==> src/include/bsw_pkg.sv <==
package bsw_pkg;
	localparam int ADDR_W = 17;
	localparam int LANE_W = 9;
	localparam int LANES = 4;
	localparam int DATA_W = 36;
	localparam logic [1:0] BURST_STEP_ONE = 2'h1;
	localparam logic [1:0] BURST_LAST_BEAT = 2'h3;
	localparam logic [ADDR_W-1:0] ADDR_RESET = 17'h00000;
	localparam logic [DATA_W-1:0] DATA_RESET = 36'h000000000;
	typedef enum logic [3:0] {
		BSW_IDLE = 4'h1,
		BSW_READ = 4'h2,
		BSW_WRITE = 4'h4,
		BSW_WAIT = 4'h8
	} bsw_state_e;
endpackage

==> src/include/bsw_burst_if.sv <==
`timescale 1ns/100ps
interface bsw_burst_if;
	logic load;
	logic step;
	logic linear;
	logic [1:0] start;
	logic [1:0] low_bits;
	logic [1:0] beat;
	modport ctrl(output load, output step, output linear, output start,
		input low_bits, input beat);
	modport cnt(input load, input step, input linear, input start,
		output low_bits, output beat);
endinterface

==> src/rtl/bsw_front.sv <==
`timescale 1ns/100ps
module bsw_front #(
	parameter int ADDR_W = bsw_pkg::ADDR_W,
	parameter int DATA_W = bsw_pkg::DATA_W
) (
	input wire logic I_CLK_SYS,
	input wire logic I_ARST_N,
	input wire logic [ADDR_W-1:0] I_ADDR,
	input wire logic [DATA_W-1:0] I_DATA,
	input wire logic I_CHIP_SELECT_N,
	input wire logic I_CHIP_SELECT_SECONDARY_N,
	input wire logic I_PROCESSOR_ADDRESS_STROBE_N,
	input wire logic I_CONTROLLER_ADDRESS_STROBE_N,
	input wire logic I_BURST_STEP_N,
	input wire logic I_GLOBAL_WRITE_N,
	input wire logic I_BYTE_WRITE_GATE_N,
	input wire logic [3:0] I_BYTE_STROBE_N,
	input wire logic I_MODE_INTERLEAVED,
	output logic [ADDR_W-1:0] O_MEM_ADDR,
	output logic [DATA_W-1:0] O_MEM_WDATA,
	output logic [3:0] O_MEM_LANE_WE,
	output logic O_MEM_READ,
	output logic O_SELECTED,
	output logic O_DATA_OE_N,
	output logic [1:0] O_BURST_BEAT
);
	////////////////////////////////////////////////////////////////////////
	// reset release and pin synchronisers
	logic [1:0] rst_sync_r;
	logic rst_n;

	always_ff @(posedge I_CLK_SYS or negedge I_ARST_N) begin
		if (!I_ARST_N)
			rst_sync_r <= 2'h0;
		else
			rst_sync_r <= {rst_sync_r[0], 1'b1};
	end
	assign rst_n = rst_sync_r[1];

	localparam int SW = ADDR_W + DATA_W + 12;
	logic [SW-1:0] pin_meta_r, pin_r;
	logic [SW-1:0] pin_raw;

	assign pin_raw = {I_ADDR, I_DATA, I_CHIP_SELECT_N,
		I_CHIP_SELECT_SECONDARY_N, I_PROCESSOR_ADDRESS_STROBE_N,
		I_CONTROLLER_ADDRESS_STROBE_N, I_BURST_STEP_N, I_GLOBAL_WRITE_N,
		I_BYTE_WRITE_GATE_N, I_BYTE_STROBE_N, I_MODE_INTERLEAVED};

	// capture every synchronous input on the rising edge
	always_ff @(posedge I_CLK_SYS or negedge rst_n) begin
		if (!rst_n) begin
			pin_meta_r <= '1;
			pin_r <= '1;
		end else begin
			pin_meta_r <= pin_raw;
			pin_r <= pin_meta_r;
		end
	end

	logic [ADDR_W-1:0] s_addr;
	logic [DATA_W-1:0] s_data;
	logic s_cs_n, s_cs2_n, s_pstrobe_n, s_cstrobe_n, s_step_n;
	logic s_gwrite_n, s_bgate_n;
	logic [3:0] s_bs_n;
	logic s_mode;

	assign {s_addr, s_data, s_cs_n, s_cs2_n, s_pstrobe_n, s_cstrobe_n,
		s_step_n, s_gwrite_n, s_bgate_n, s_bs_n, s_mode} = pin_r;

	////////////////////////////////////////////////////////////////////////
	// write decode and burst counter
	logic [3:0] lane_we;
	logic any_write;

	bsw_lane_dec u_dec (
		.global_write_n(s_gwrite_n),
		.byte_write_gate_n(s_bgate_n),
		.byte_strobe_n(s_bs_n),
		.lane_we(lane_we),
		.any_write(any_write)
	);

	bsw_burst_if bif ();

	bsw_burst_cnt u_cnt (
		.clk(I_CLK_SYS),
		.rst_n(rst_n),
		.bus(bif)
	);

	////////////////////////////////////////////////////////////////////////
	// access control
	bsw_pkg::bsw_state_e state_r, state_nxt;
	logic [ADDR_W-1:0] addr_r, addr_nxt;
	logic [DATA_W-1:0] wdata_r, wdata_nxt;
	logic [3:0] we_r, we_nxt;
	logic rd_r, rd_nxt, sel_r, sel_nxt, oe_n_r, oe_n_nxt;
	logic [1:0] beat_r, beat_nxt;
	logic pstrobe_go, cstrobe_go, new_sel, load, step;

	always_comb begin
		pstrobe_go = !s_pstrobe_n && !s_cs_n;
		cstrobe_go = !s_cstrobe_n;
		new_sel = !s_cs_n && !s_cs2_n;
		load = pstrobe_go || cstrobe_go;
		step = !load && !s_step_n && sel_r;
		bif.load = load;
		bif.step = step;
		bif.linear = !s_mode;
		bif.start = s_addr[1:0];
	end

	always_comb begin
		state_nxt = state_r;
		addr_nxt = addr_r;
		sel_nxt = sel_r;
		wdata_nxt = s_data;
		we_nxt = 4'h0;
		rd_nxt = 1'b0;
		oe_n_nxt = 1'b1;
		beat_nxt = bif.beat;
		if (load) begin
			sel_nxt = new_sel;
			addr_nxt = s_addr;
			beat_nxt = 2'h0;
			if (!new_sel)
				state_nxt = bsw_pkg::BSW_IDLE;
			else if (pstrobe_go || !any_write) begin
				state_nxt = bsw_pkg::BSW_READ;
				rd_nxt = 1'b1;
			end else begin
				state_nxt = bsw_pkg::BSW_WRITE;
				we_nxt = lane_we;
			end
		end else if (sel_r) begin
			// upper bits hold, low bits from the counter
			addr_nxt = {addr_r[ADDR_W-1:2], bif.low_bits};
			if (step)
				beat_nxt = bif.beat + bsw_pkg::BURST_STEP_ONE;
			if (!step && state_r != bsw_pkg::BSW_IDLE)
				state_nxt = bsw_pkg::BSW_WAIT;
			else if (any_write)
				state_nxt = bsw_pkg::BSW_WRITE;
			else
				state_nxt = bsw_pkg::BSW_READ;
			if (any_write)
				we_nxt = lane_we;
			else
				rd_nxt = 1'b1;
		end else begin
			state_nxt = bsw_pkg::BSW_IDLE;
		end
		if (sel_nxt && !s_bgate_n && (s_bs_n != 4'hF))
			oe_n_nxt = 1'b1;
		else if (sel_nxt && !s_gwrite_n)
			oe_n_nxt = 1'b1;
		else
			oe_n_nxt = !rd_nxt;
	end

	// next-cycle counter low bits differ from this cycle's when stepping
	logic [1:0] low_next;
	always_comb begin
		if (!s_mode)
			low_next = addr_r[1:0] + bsw_pkg::BURST_STEP_ONE;
		else
			low_next = addr_r[1:0] ^ (bif.beat ^ beat_nxt);
	end

	logic [ADDR_W-1:0] addr_out;
	assign addr_out = (step) ? {addr_r[ADDR_W-1:2], low_next} : addr_nxt;

	always_ff @(posedge I_CLK_SYS or negedge rst_n) begin
		if (!rst_n) begin
			state_r <= bsw_pkg::BSW_IDLE;
			addr_r <= bsw_pkg::ADDR_RESET;
			wdata_r <= bsw_pkg::DATA_RESET;
			we_r <= 4'h0;
			rd_r <= 1'b0;
			sel_r <= 1'b0;
			oe_n_r <= 1'b1;
			beat_r <= 2'h0;
		end else begin
			state_r <= state_nxt;
			addr_r <= addr_out;
			wdata_r <= wdata_nxt;
			we_r <= we_nxt;
			rd_r <= rd_nxt;
			sel_r <= sel_nxt;
			oe_n_r <= oe_n_nxt;
			beat_r <= beat_nxt;
		end
	end

	assign O_MEM_ADDR = addr_r;
	assign O_MEM_WDATA = wdata_r;
	assign O_MEM_LANE_WE = we_r;
	assign O_MEM_READ = rd_r;
	assign O_SELECTED = sel_r;
	assign O_DATA_OE_N = oe_n_r;
	assign O_BURST_BEAT = beat_r;
endmodule

==> src/rtl/bsw_burst_cnt.sv <==
`timescale 1ns/100ps
module bsw_burst_cnt (
	input wire logic clk,
	input wire logic rst_n,
	bsw_burst_if.cnt bus
);
	logic [1:0] start_r, start_nxt;
	logic [1:0] beat_r, beat_nxt;
	logic [1:0] low_bits;

	always_comb begin
		start_nxt = start_r;
		beat_nxt = beat_r;
		if (bus.load) begin
			start_nxt = bus.start;
			beat_nxt = 2'h0;
		end else if (bus.step) begin
			beat_nxt = beat_r + bsw_pkg::BURST_STEP_ONE;
		end
	end

	always_comb begin
		if (bus.linear)
			low_bits = start_r + beat_r;
		else
			low_bits = start_r ^ beat_r;
	end

	always_ff @(posedge clk or negedge rst_n) begin
		if (!rst_n) begin
			start_r <= 2'h0;
			beat_r <= 2'h0;
		end else begin
			start_r <= start_nxt;
			beat_r <= beat_nxt;
		end
	end

	assign bus.low_bits = low_bits;
	assign bus.beat = beat_r;
endmodule

==> src/rtl/bsw_lane_dec.sv <==
`timescale 1ns/100ps
module bsw_lane_dec (
	input wire logic global_write_n,
	input wire logic byte_write_gate_n,
	input wire logic [3:0] byte_strobe_n,
	output logic [3:0] lane_we,
	output logic any_write
);
	always_comb begin
		for (int i = 0; i < 4; i++)
			lane_we[i] = !global_write_n ||
				(!byte_write_gate_n && !byte_strobe_n[i]);
		any_write = |lane_we;
	end
endmodule

==> config.mk <==
export PLATFORM = sky130hd
export DESIGN_NAME = bsw_front
export DESIGN_NICKNAME = d
export VERILOG_FILES = /design/src/include/bsw_pkg.sv /design/src/include/bsw_burst_if.sv /design/src/rtl/bsw_front.sv /design/src/rtl/bsw_burst_cnt.sv /design/src/rtl/bsw_lane_dec.sv
export SDC_FILE = /design/constraint.sdc
export NUM_CORES = 1
export LEC_CHECK = 0
export BUFFER_PORTS_ARGS = -buffer_cell sky130_fd_sc_hd__clkbuf_2
export CAP_MARGIN = 20
export CORE_MARGIN = 5
export CORE_UTILIZATION = 25
export DETAILED_ROUTE_END_ITERATION = 8
export GPL_TIMING_DRIVEN = 0
export HOLD_SLACK_MARGIN = 0.06
export PLACE_DENSITY = 0.4
export SLEW_MARGIN = 20
export SYNTH_ARGS = -nofsm -noshare
export SYNTH_HDL_FRONTEND = slang
export SYNTH_SLANG_ARGS = --single-unit
==> constraint.sdc <==
create_clock -name I_CLK_SYS -period 16.6 [get_ports I_CLK_SYS]
set_input_delay 0.83 -clock I_CLK_SYS [delete_from_list [all_inputs] [get_ports I_CLK_SYS]]
set_output_delay 0.83 -clock I_CLK_SYS [all_outputs]
set_load 0.03 [all_outputs]
; Word-level counts from Yosys, hierarchy flattened
; Index checks and enable logic that the tools add are counted.
[word_totals]
register_bits = 198
latchBits = 0
ramBits = 0
rom_bits = 0
input_bits = 67
output_inout_bits = 62
word_cells = 77
memories = 0
[classes]
n_addsub = 3
n_mul = 0
div = 0
magnitude_cmp = 0
n_eq_ne = 1
shift = 0
n_mux = 22
bitwise = 4
reduce_logical = 34
[op_table]
columns = cell, n
row1 = $mux W4, 5
row2 = $mux W17, 1
row3 = $mux W2, 8
row4 = $logic_not A1 Y1, 14
row5 = $logic_and A1 B1 Y1, 11
row6 = $mux W1, 8
row7 = $logic_or A1 B1 Y1, 6
row8 = $xor A2 B2 Y2, 3
row9 = $add A2 B1 Y2 const B, 2
row10 = $ne A4 B4 Y1 const B, 1
row11 = $reduce_or A4 Y1, 1
row12 = $reduce_bool A3 Y1, 1
row13 = $add A2 B2 Y2, 1
row14 = $reduce_and A2 Y1, 1
row15 = $not A1 Y1, 1

; Logic depth before layout (Yosys ltp)
; Gate-level depths: netlist (run 1).
[depth]
depth_word = 13
mapped_depth = 6
mapped_depth_nobuf = 5

; Hierarchy
; From an unflattened synthesis (run 1), not the netlist that was laid out.
[hier_totals]
hier_cells = 308
hier_area_um2 = 5736.8
[modules_own_cells]
columns = mod, instances, cells_per_inst, area_each_um2, seq_area_each_um2
row1 = bsw_front, 1, 286, 5504.0, 5018.6
row2 = bsw_burst_cnt, 1, 16, 198.9, 100.1
row3 = bsw_lane_dec, 1, 6, 33.8, 0.0

; Worst setup path after synthesis (run 1)
; OpenSTA, ideal clock, no wires.
[synth_path]
path_kind = reg2out
startpoint = reg oe_n_r (netlist: O_DATA_OE_N)
endpoint = out O_DATA_OE_N
arrival_time_ps = 588
required_ps = 15770
slack_ps = 15182
path_stages_with_launch = 1
path_buffers = 0
cell_sequence = dfstp_2
[synth_rtl]
columns = element, line
row1 = from (decl), bsw_front.sv:97  ; logic rd_r, rd_nxt, sel_r, sel_nxt, oe_n_r, oe_n_nxt;
row2 = from (signal assigned), bsw_front.sv:190  ; oe_n_r <= oe_n_nxt;
row3 = to (decl), bsw_front.sv:24  ; output logic O_DATA_OE_N,
; No word-level cell between the ends.

; Worst setup path after layout (run 1)
[layout_path]
startpoint = reg sel_r (netlist: O_SELECTED)
endpoint = out O_SELECTED
[layout_rtl]
columns = element, line
row1 = from (decl), bsw_front.sv:97
row2 = from (signal assigned), bsw_front.sv:189  ; sel_r <= sel_nxt;
row3 = to (decl), bsw_front.sv:23  ; output logic O_SELECTED,
; No word-level cell between the ends.

==> run summary, run 1 <==
outcome = completed
cell accounting for the most synthesized area = dfstp_2
commonest cells after routing, fill and taps aside = dfstp_2 (131), clkbuf_2 (128), dfrtp_1 (66)
buffers and inverters on the worst path = 1
# DRC = 0
max incr delay on CP = 0.50 ns
final setup TNS = 0 ns
Overflow after GRT = 0
Final Core Density = 0.327
final setup skew = 0.00817 ns
first-pass GRT wire length = 17100 µm
Max VDD drop = 0.0000651 V
largest net degree at the start of global routing = 62
Avg WL per Cell = 13.8 µm
Lkg Pwr = 3.35 nW
DRT Pass-1 Iters = 4
core region area = 22500 µm²
register bit total from synthesis = 198
Max clock buf depth = 2
Chip Width = 161 µm
hold_buf cts = 0
I/O Pins = 129
sequential fraction of the synthesis area = 0.902
P_int = 0.746 mW
Final Hold Viols = 0
Worst EP required = 15.77 ns
CP top delay family = flip-flops
EDFF count, synth = 0
post-route minimum period = 2.02 ns
clock sink count = 198
async set-reset flop share out of synthesis = 1.00
Logic pwr share = 0.061
Layout area overhead = 29.8%
CTS tree = done
setup ws final = 14.58 ns
Final Wtd Congestion = 0.702
postcts setup bufs = 0
Max FO, Critical Path = 8
worst-skew pair later-pin latency = 0.43 ns
Max Clock Freq = 495 MHz
Initial Utilization = 0.252
crit-path cells = clkbuf_2
Setup Crit Path Kind = reg -> out
HP Class = in -> async
most common cell after layout, fill and taps aside = dfstp_2
RSZ-0062 raised after global routing = false
Main synth FF type = dfstp_2
Switching Share = 0.257
via/cell ratio = 3.67
synth unique cells = 30
Net Count, Synth = 372
Post-DRT Antenna Nets = 0
post-synth top area share = 0.607
1st-iter DRT viols = 69
vias in the first global route = 3201
fin. max-slew vios = 0
Arrival @ worst endpoint = 1.19 ns
fin crit share = 0.122
Place WS = 15.02 ns
clock share of power = 0.407
cts bufs inserted = 17
GR Util All Layers = 0.0851
pwr dens = 136 nW/µm²
DP Wirelength = 6950 µm
final setup violation count = 0
Synth area leaders = dfstp_2 (61%), dfrtp_1 (30%), nand2_1 (3.6%), nor2_1 (0.66%), o21a_1 (0.66%)
Crit. End Element = primary output
Avg Synthesized Cell Area = 18.7 µm²
CTS H-Tree Depth = 4
die area = 25800 µm²
initial antenna violation count = 1
worst slew pin tran = 0.538 ns
antenna cells = 0
Vias = 2758
cell row count = 55
critical path's slowest cell = dfrtp_1
Clock Pin Slew Worst Setup and Hold Paths = 0.07 ns
Max Cap Viol = 0
fin nets = 522
Routed WL = 10300 µm
Mapped Area = 5670 µm²
I/O Buffers = 128
switching pwr = 0.258 mW
clock root buffer = clkbuf_16
CTS resizes = 0
layout cells sized above 1 = 0.642
Cells after Synth = 304
Flop pwr share = 0.532
Slew HR = 0.642
Power Total = 1.00 mW
Worst setup SP type = flop
Die Y = 161 µm
synth warn = 0
## cells in the mapped netlist (2+ instances only)
| library cell | n |
|---|---|
| buf_2 | 2 |
| dfrtp_1 | 67 |
| dfstp_2 | 131 |
| inv_1 | 3 |
| mux2i_1 | 3 |
| nand2_1 | 54 |
| nor2_1 | 10 |
| nor2b_1 | 2 |
| o211ai_1 | 2 |
| o21a_1 | 5 |
| o21ai_0 | 3 |
| xnor2_1 | 4 |
## routing by layer
| metal | track usage | routed length (µm) | share of wire | vias to the layer above |
|---|---|---|---|---|
| met4 | 0.0325 | 179 | 0.017 | 2 |
| met2 | 0.129 | 4940 | 0.48 | 85 |
| met1 | 0.0992 | 4200 | 0.41 | 1398 |
| li1 | - | - | - | 1261 |
| met3 | 0.0503 | 1020 | 0.098 | 12 |
| met5 | 0 | 7 | 0.00068 | - |
## cell families after synthesis
| logic type | Yosys count | synth area share |
|---|---|---|
| and+or+nand+nor | 70 | 0.0496 |
| adders and majority gates | 1 | 0.00221 |
| DFF | 198 | 0.902 |
| buffers and inverters | 8 | 0.00772 |
| other | 1 | 0.000661 |
| xor gates and xnor gates | 4 | 0.00617 |
| AOI/OAI and AO/OA | 19 | 0.0260 |
| muxes | 3 | 0.00529 |
## power by group through the flow
stage	clock network [mW]	logic, mW	registers, mW
after floorplan	0	0.0110	0.564
after global placement	0	0.0531	0.548
after detailed placement	0	0.0634	0.543
after CTS	0.429	0.0635	0.535
after global routing	0.448	0.0677	0.537
final	0.409	0.0614	0.534
## final cells by class
cell class              instances  area (µm²)
fillers                      2190       15100
plain buffers                   5        32.5
clock inverters                14         178
repair buffers                131         723
inverters                       3        11.3
clock buffers                  18         429
multi-input cells              98         510
flip-flops and latches        198        5120
well taps                     285         357
## registers in the layout, indices dropped and copies added (netlist names), 2 cells and up
signal	flops
O_MEM_WDATA	36
u_cnt.bus.beat	2
pin_meta_r	65
O_BURST_BEAT	2
O_MEM_ADDR	17
O_MEM_LANE_WE	4
u_cnt.start_r	2
pin_r	65
rst_sync_r	2
## stage by stage
stage               hold slack, ns  area (µm²)  std cells
floorplan                    0.331        5670        304
global placement             0.337        6670        717
detailed placement           0.330        6760        720
CTS                          0.151        7360        752
global route                 0.142        7360        752
finish                       0.178        7360        752
## worst paths after layout
kind                          startpoint               to  slack (ns)  cells after the start
setup / recovery              O_SELECTED       O_SELECTED       14.58                      1
hold / removal                  I_ARST_N    rst_sync_r[1]        0.18                      1
setup reg to reg               pin_r[11]   O_MEM_ADDR[12]       15.10                      6
hold reg to reg            rst_sync_r[1]  O_MEM_WDATA[29]        0.31                      0
max in group asynchronous  rst_sync_r[1]    pin_meta_r[3]       15.32                      2
min in group I_CLK_SYS     pin_meta_r[6]         pin_r[6]        0.35                      0
(Power assumes the default switching activity.)
==> inputs of run 2 (changes only) <==
==> constraint.sdc (replaced) <==
create_clock -name I_CLK_SYS -period 2 [get_ports I_CLK_SYS]
set_input_delay 0.1 -clock I_CLK_SYS [delete_from_list [all_inputs] [get_ports I_CLK_SYS]]
set_output_delay 0.1 -clock I_CLK_SYS [all_outputs]
set_load 0.03 [all_outputs]
==> run summary, run 2 (synthesized netlist as in run 1, its figures left out) <==
Max Cap Viol = 0 (unchanged)
I/O Buffers = 128 (unchanged)
via/cell ratio = 3.64 (was 3.67)
Final Hold Viols = 0 (unchanged)
1st-iter DRT viols = 100 (was 69)
GR Util All Layers = 0.0866 (was 0.0851)
most common cell after layout, fill and taps aside = dfstp_2 (unchanged)
Final Core Density = 0.357 (was 0.327)
worst slew pin tran = 0.552 ns (was 0.538 ns)
Slew HR = 0.632 (was 0.642)
worst-skew pair later-pin latency = 0.43 ns (about the same)
Initial Utilization = 0.252 (unchanged)
I/O Pins = 129 (unchanged)
cell row count = 55 (unchanged)
Overflow after GRT = 0 (unchanged)
Final Wtd Congestion = 0.693 (was 0.702)
Flop pwr share = 0.523 (was 0.532)
largest net degree at the start of global routing = 57 (was 62)
core region area = 22500 µm² (unchanged)
DP Wirelength = 7110 µm (was 6950 µm)
fin nets = 589 (was 522)
Routed WL = 10600 µm (was 10300 µm)
cts bufs inserted = 17 (unchanged)
Max VDD drop = 0.000615 V (was 0.0000651 V)
pwr dens = 1050 nW/µm² (was 136 nW/µm²)
Chip Width = 161 µm (unchanged)
final setup skew = 0.0109 ns (was 0.00817 ns)
initial antenna violation count = 1 (unchanged)
design area = 8040 µm² (was 7360 µm²)
vias in the first global route = 3338 (was 3201)
setup ws final = 0.494 ns (was 14.58 ns)
Lkg Pwr = 3.64 nW (was 3.35 nW)
DRT Pass-1 Iters = 4 (unchanged)
Vias = 2983 (was 2758)
CTS resizes = 0 (unchanged)
Post-DRT Antenna Nets = 0 (unchanged)
Setup Crit Path Kind = reg -> reg (was reg -> out)
Clock Pin Slew Worst Setup and Hold Paths = 0.09 ns (was 0.07 ns)
CTS tree = done (unchanged)
HP Class = in -> reg (was in -> async)
Place WS = 0.483 ns (was 15.02 ns)
fin crit share = 0.753
postcts setup bufs = 0 (unchanged)
hold_buf cts = 67 (was 0)
P_int = 6.28 mW (was 0.746 mW)
Worst setup SP type = flop (unchanged)
Max clock buf depth = 2 (unchanged)
clock sink count = 198 (unchanged)
Layout area overhead = 41.7% (was 29.8%)
commonest cells after routing, fill and taps aside = dfstp_2 (131), clkbuf_2 (128), dlygate4sd3_1 (67) (was dfstp_2 (131), clkbuf_2 (128), dfrtp_1 (66))
post-route minimum period = 1.51 ns
fin. max-slew vios = 0 (unchanged)
outcome = completed (unchanged)
Die Y = 161 µm (unchanged)
Logic pwr share = 0.072 (was 0.061)
final setup TNS = 0 ns (unchanged)
final setup violation count = 0 (unchanged)
Arrival @ worst endpoint = 1.80 ns (was 1.19 ns)
first-pass GRT wire length = 17500 µm (was 17100 µm)
die area = 25800 µm² (unchanged)
switching pwr = 2.19 mW (was 0.258 mW)
RSZ-0062 raised after global routing = false (unchanged)
clock share of power = 0.405 (was 0.407)
Crit. End Element = flop (was primary output)
Worst EP required = 2.30 ns (was 15.77 ns)
Max Clock Freq = 664 MHz
Max FO, Critical Path = 8 (unchanged)
Power Total = 8.47 mW (was 1.00 mW)
Avg WL per Cell = 13.0 µm (was 13.8 µm)
layout cells sized above 1 = 0.562 (was 0.642)
Switching Share = 0.258 (was 0.257)
CTS H-Tree Depth = 4 (unchanged)
# DRC = 0 (unchanged)
clock root buffer = clkbuf_16 (unchanged)
dpl cell area = 6760 µm² (unchanged)
## run 2: cell type report
type | instances | area, µm²
clock inverters | 14 | 180
well taps | 285 | 357
multi-input cells | 98 | 510
repair buffers | 198 | 1390
plain buffers | 5 | 32.5
clock buffers | 18 | 429
fillers | 2130 | 14500
flip-flops and latches | 198 | 5120
inverters | 3 | 11.3
diodes | 1 | 2.50
## run 2: power by group through the flow
stage	registers (mW)	logic (mW)	clock network (mW)
detailed placement	4.50	0.525	0
CTS	4.44	0.631	3.59
global route	4.46	0.674	3.73
finish	4.43	0.612	3.43
global placement	4.55	0.439	0
floorplan	4.68	0.0914	0
## run 2: metrics by stage
step | hold WS, ns | cells
CTS | 0.264 | 819
global route | 0.269 | 820
floorplan | -0.196 | 304
detailed placement | -0.112 | 720
global placement | -0.113 | 717
finish | 0.290 | 820
## run 2: worst max-delay path, cell delays in order, from the launching register on
cell and delay, ns:
dfstp_2 0.57, o21a_1 0.15, buf_6 0.13, mux2i_1 0.28
a211o_1 0.18, o211ai_2 0.07
## run 2: path summary, 6_finish.rpt
| kind | from | to | cells after the start | slack, ns |
|---|---|---|---|---|
| max | pin_r[11] | O_MEM_ADDR[1] | 5 | 0.49 |
| min | I_DATA[7] | pin_meta_r[19] | 2 | 0.29 |
| max reg2reg | pin_r[11] | O_MEM_ADDR[1] | 5 | 0.49 |
| min reg2reg | rst_sync_r[1] | O_MEM_ADDR[16] | 0 | 0.34 |
| max in group asynchronous | rst_sync_r[1] | pin_meta_r[61] | 2 | 0.68 |
| min in group asynchronous | rst_sync_r[1] | O_MEM_ADDR[16] | 0 | 0.34 |
## run 2: layer usage
metal | up-vias | track usage | wire, µm
met4 | 0 | 0.0278 | 159
met2 | 85 | 0.137 | 5150
met5 | - | 0 | 0
met3 | 13 | 0.0457 | 916
met1 | 1488 | 0.102 | 4390
li1 | 1397 | - | -
==> inputs of run 3 (changes only) <==
--- a/config.mk
+++ b/config.mk
@@ -12,7 +12,7 @@
 export DETAILED_ROUTE_END_ITERATION = 8
 export GPL_TIMING_DRIVEN = 0
 export HOLD_SLACK_MARGIN = 0.06
-export PLACE_DENSITY = 0.4
+export PLACE_DENSITY = 0.42
 export SLEW_MARGIN = 20
 export SYNTH_ARGS = -nofsm -noshare
 export SYNTH_HDL_FRONTEND = slang
==> constraint.sdc (replaced) <==
create_clock -name I_CLK_SYS -period 1.2 [get_ports I_CLK_SYS]
set_input_delay 0.06 -clock I_CLK_SYS [delete_from_list [all_inputs] [get_ports I_CLK_SYS]]
set_output_delay 0.06 -clock I_CLK_SYS [all_outputs]
set_load 0.03 [all_outputs]
==> run summary, run 3 (synthesized netlist as in run 1, its figures left out) <==
via/cell ratio = 3.71 (was 3.64)
RSZ-0062 raised after global routing = true (was false)
DRT Pass-1 Iters = 4 (unchanged)
vias in the first global route = 3442 (was 3338)
most common cell after layout, fill and taps aside = dfstp_2 (unchanged)
Place WS = -0.292 ns (was 0.483 ns)
Initial Utilization = 0.252 (unchanged)
Worst setup SP type = flop (unchanged)
clock sink count = 198 (unchanged)
initial antenna violation count = 1 (unchanged)
post-route minimum period = 1.40 ns (was 1.51 ns)
DP Wirelength = 7090 µm (was 7110 µm)
CTS H-Tree Depth = 4 (unchanged)
Worst EP required = 1.50 ns (was 2.30 ns)
critical path's slowest cell = dfstp_2 (unchanged)
Vias = 3086 (was 2983)
Overflow after GRT = 0 (unchanged)
1st-iter DRT viols = 105 (was 100)
CTS tree = done (unchanged)
Die Y = 161 µm (unchanged)
I/O Pins = 129 (unchanged)
hold wc startpoint = I_DATA[20] (was I_DATA[7])
Max Cap Viol = 0 (unchanged)
cell row count = 55 (unchanged)
commonest cells after routing, fill and taps aside = dfstp_2 (131), clkbuf_2 (125), dlygate4sd3_1 (67) (was dfstp_2 (131), clkbuf_2 (128), dlygate4sd3_1 (67))
Arrival @ worst endpoint = 1.70 ns (was 1.80 ns)
Avg WL per Cell = 13.4 µm (was 13.0 µm)
fin nets = 601 (was 589)
Final Hold Viols = 0 (unchanged)
CP top delay family = flip-flops (unchanged)
Final Wtd Congestion = 0.671 (was 0.693)
HP Class = in -> reg (unchanged)
crit-path cells = o21a_1, buf_6, mux2i_4, a211o_1, o211ai_2 (was o21a_1, buf_6, mux2i_1, a211o_1, o211ai_2)
Post-DRT Antenna Nets = 0 (unchanged)
die area = 25800 µm² (unchanged)
clock root buffer = clkbuf_16 (unchanged)
fin crit share = 1.17 (was 0.753)
cts bufs inserted = 17 (unchanged)
Final Core Density = 0.367 (was 0.357)
Chip Width = 161 µm (unchanged)
final setup skew = 0.00925 ns (was 0.0109 ns)
Layout area overhead = 45.6% (was 41.7%)
first-pass GRT wire length = 17900 µm (was 17500 µm)
Max Clock Freq = 712 MHz (was 664 MHz)
Setup Crit Path Kind = reg -> reg (unchanged)
Crit. End Element = flop (unchanged)
Max clock buf depth = 2 (unchanged)
worst-skew pair later-pin latency = 0.43 ns (about the same)
max incr delay on CP = 0.54 ns (was 0.57 ns)
Max FO, Critical Path = 7 (was 8)
fin. max-slew vios = 0 (unchanged)
setup ws final = -0.204 ns (was 0.494 ns)
core region area = 22500 µm² (unchanged)
Clock Pin Slew Worst Setup and Hold Paths = 0.08 ns (was 0.09 ns)
failing checks = setup timing
buffers and inverters on the worst path = 1 (unchanged)
largest net degree at the start of global routing = 63 (was 57)
Routed WL = 11100 µm (was 10600 µm)
# DRC = 0 (unchanged)
outcome = complete, but fails checks (was completed)
Lkg Pwr = 3.74 nW (was 3.64 nW)
Worst setup startpoint = pin_r[9] (was pin_r[11])
pwr dens = 1720 nW/µm² (was 1050 nW/µm²)
Max VDD drop = 0.000642 V (was 0.000615 V)
final setup violation count = 22 (was 0)
layout cells sized above 1 = 0.586 (was 0.562)
GR Util All Layers = 0.0892 (was 0.0866)
R2R Path Start = pin_r[9] (was pin_r[11])
I/O Buffers = 128 (unchanged)
-- run 3: path summary, 6_finish.rpt --
check                                   end  slack [ns]  cells after the start
max                           O_MEM_ADDR[1]       -0.20                      5
max reg2reg                   O_MEM_ADDR[1]       -0.20                      5
max in group asynchronous    pin_meta_r[54]        0.29                      2
min in group asynchronous  O_MEM_LANE_WE[0]        0.32                      1
min reg2reg                O_MEM_LANE_WE[0]        0.32                      1
min                          pin_meta_r[32]        0.25                      2
-- run 3: where the power goes --
| group | internal, mW | switching, mW |
|---|---|---|
| Sequential | 7.21 | 0.152 |
| Combinational | 0.474 | 0.660 |
| Clock | 2.90 | 2.83 |
| Total | 10.6 | 3.64 |
-- run 3: through the flow --
stage          total power [mW]  TNS (ns)  hold slack (ns)  std cells  instance area [µm²]
6_report                   14.2     -1.89            0.254        832                 8260
5_1_grt                    14.9     -4.83            0.226        832                 8260
4_1_cts                    14.5     -2.04            0.223        826                 8190
3_5_place_dp               8.39    -25.05           -0.145        720                 6780
3_3_place_gp               8.32   -204.62           -0.151        717                 6690
2_1_floorplan              7.96    -98.52           -0.236        304                 5700
-- run 3: what timing repair did --
action,CTS,global route
pin swaps,4,5
endpoints found under the setup margin,146,98
buffers inserted,7,4
cloned,0,1
resized for setup,12,7
hold buffers,67,0
hold endpoints to repair,67,0
-- run 3: area by class of cell --
class | count | area, µm²
flip-flops and latches | 198 | 5120
clock buffers | 18 | 439
inverters | 3 | 11.3
diodes | 1 | 2.50
well taps | 285 | 357
repair buffers | 210 | 1550
multi-input cells | 98 | 552
clock inverters | 14 | 178
plain buffers | 5 | 52.6
fillers | 2157 | 14200
-- run 3: per-layer routing --
layer | vias to the layer above | GRT usage | share of wire
met5 | - | 0 | 0
li1 | 1417 | - | -
met1 | 1566 | 0.102 | 0.42
met2 | 87 | 0.144 | 0.49
met3 | 16 | 0.0393 | 0.067
met4 | 0 | 0.0407 | 0.022
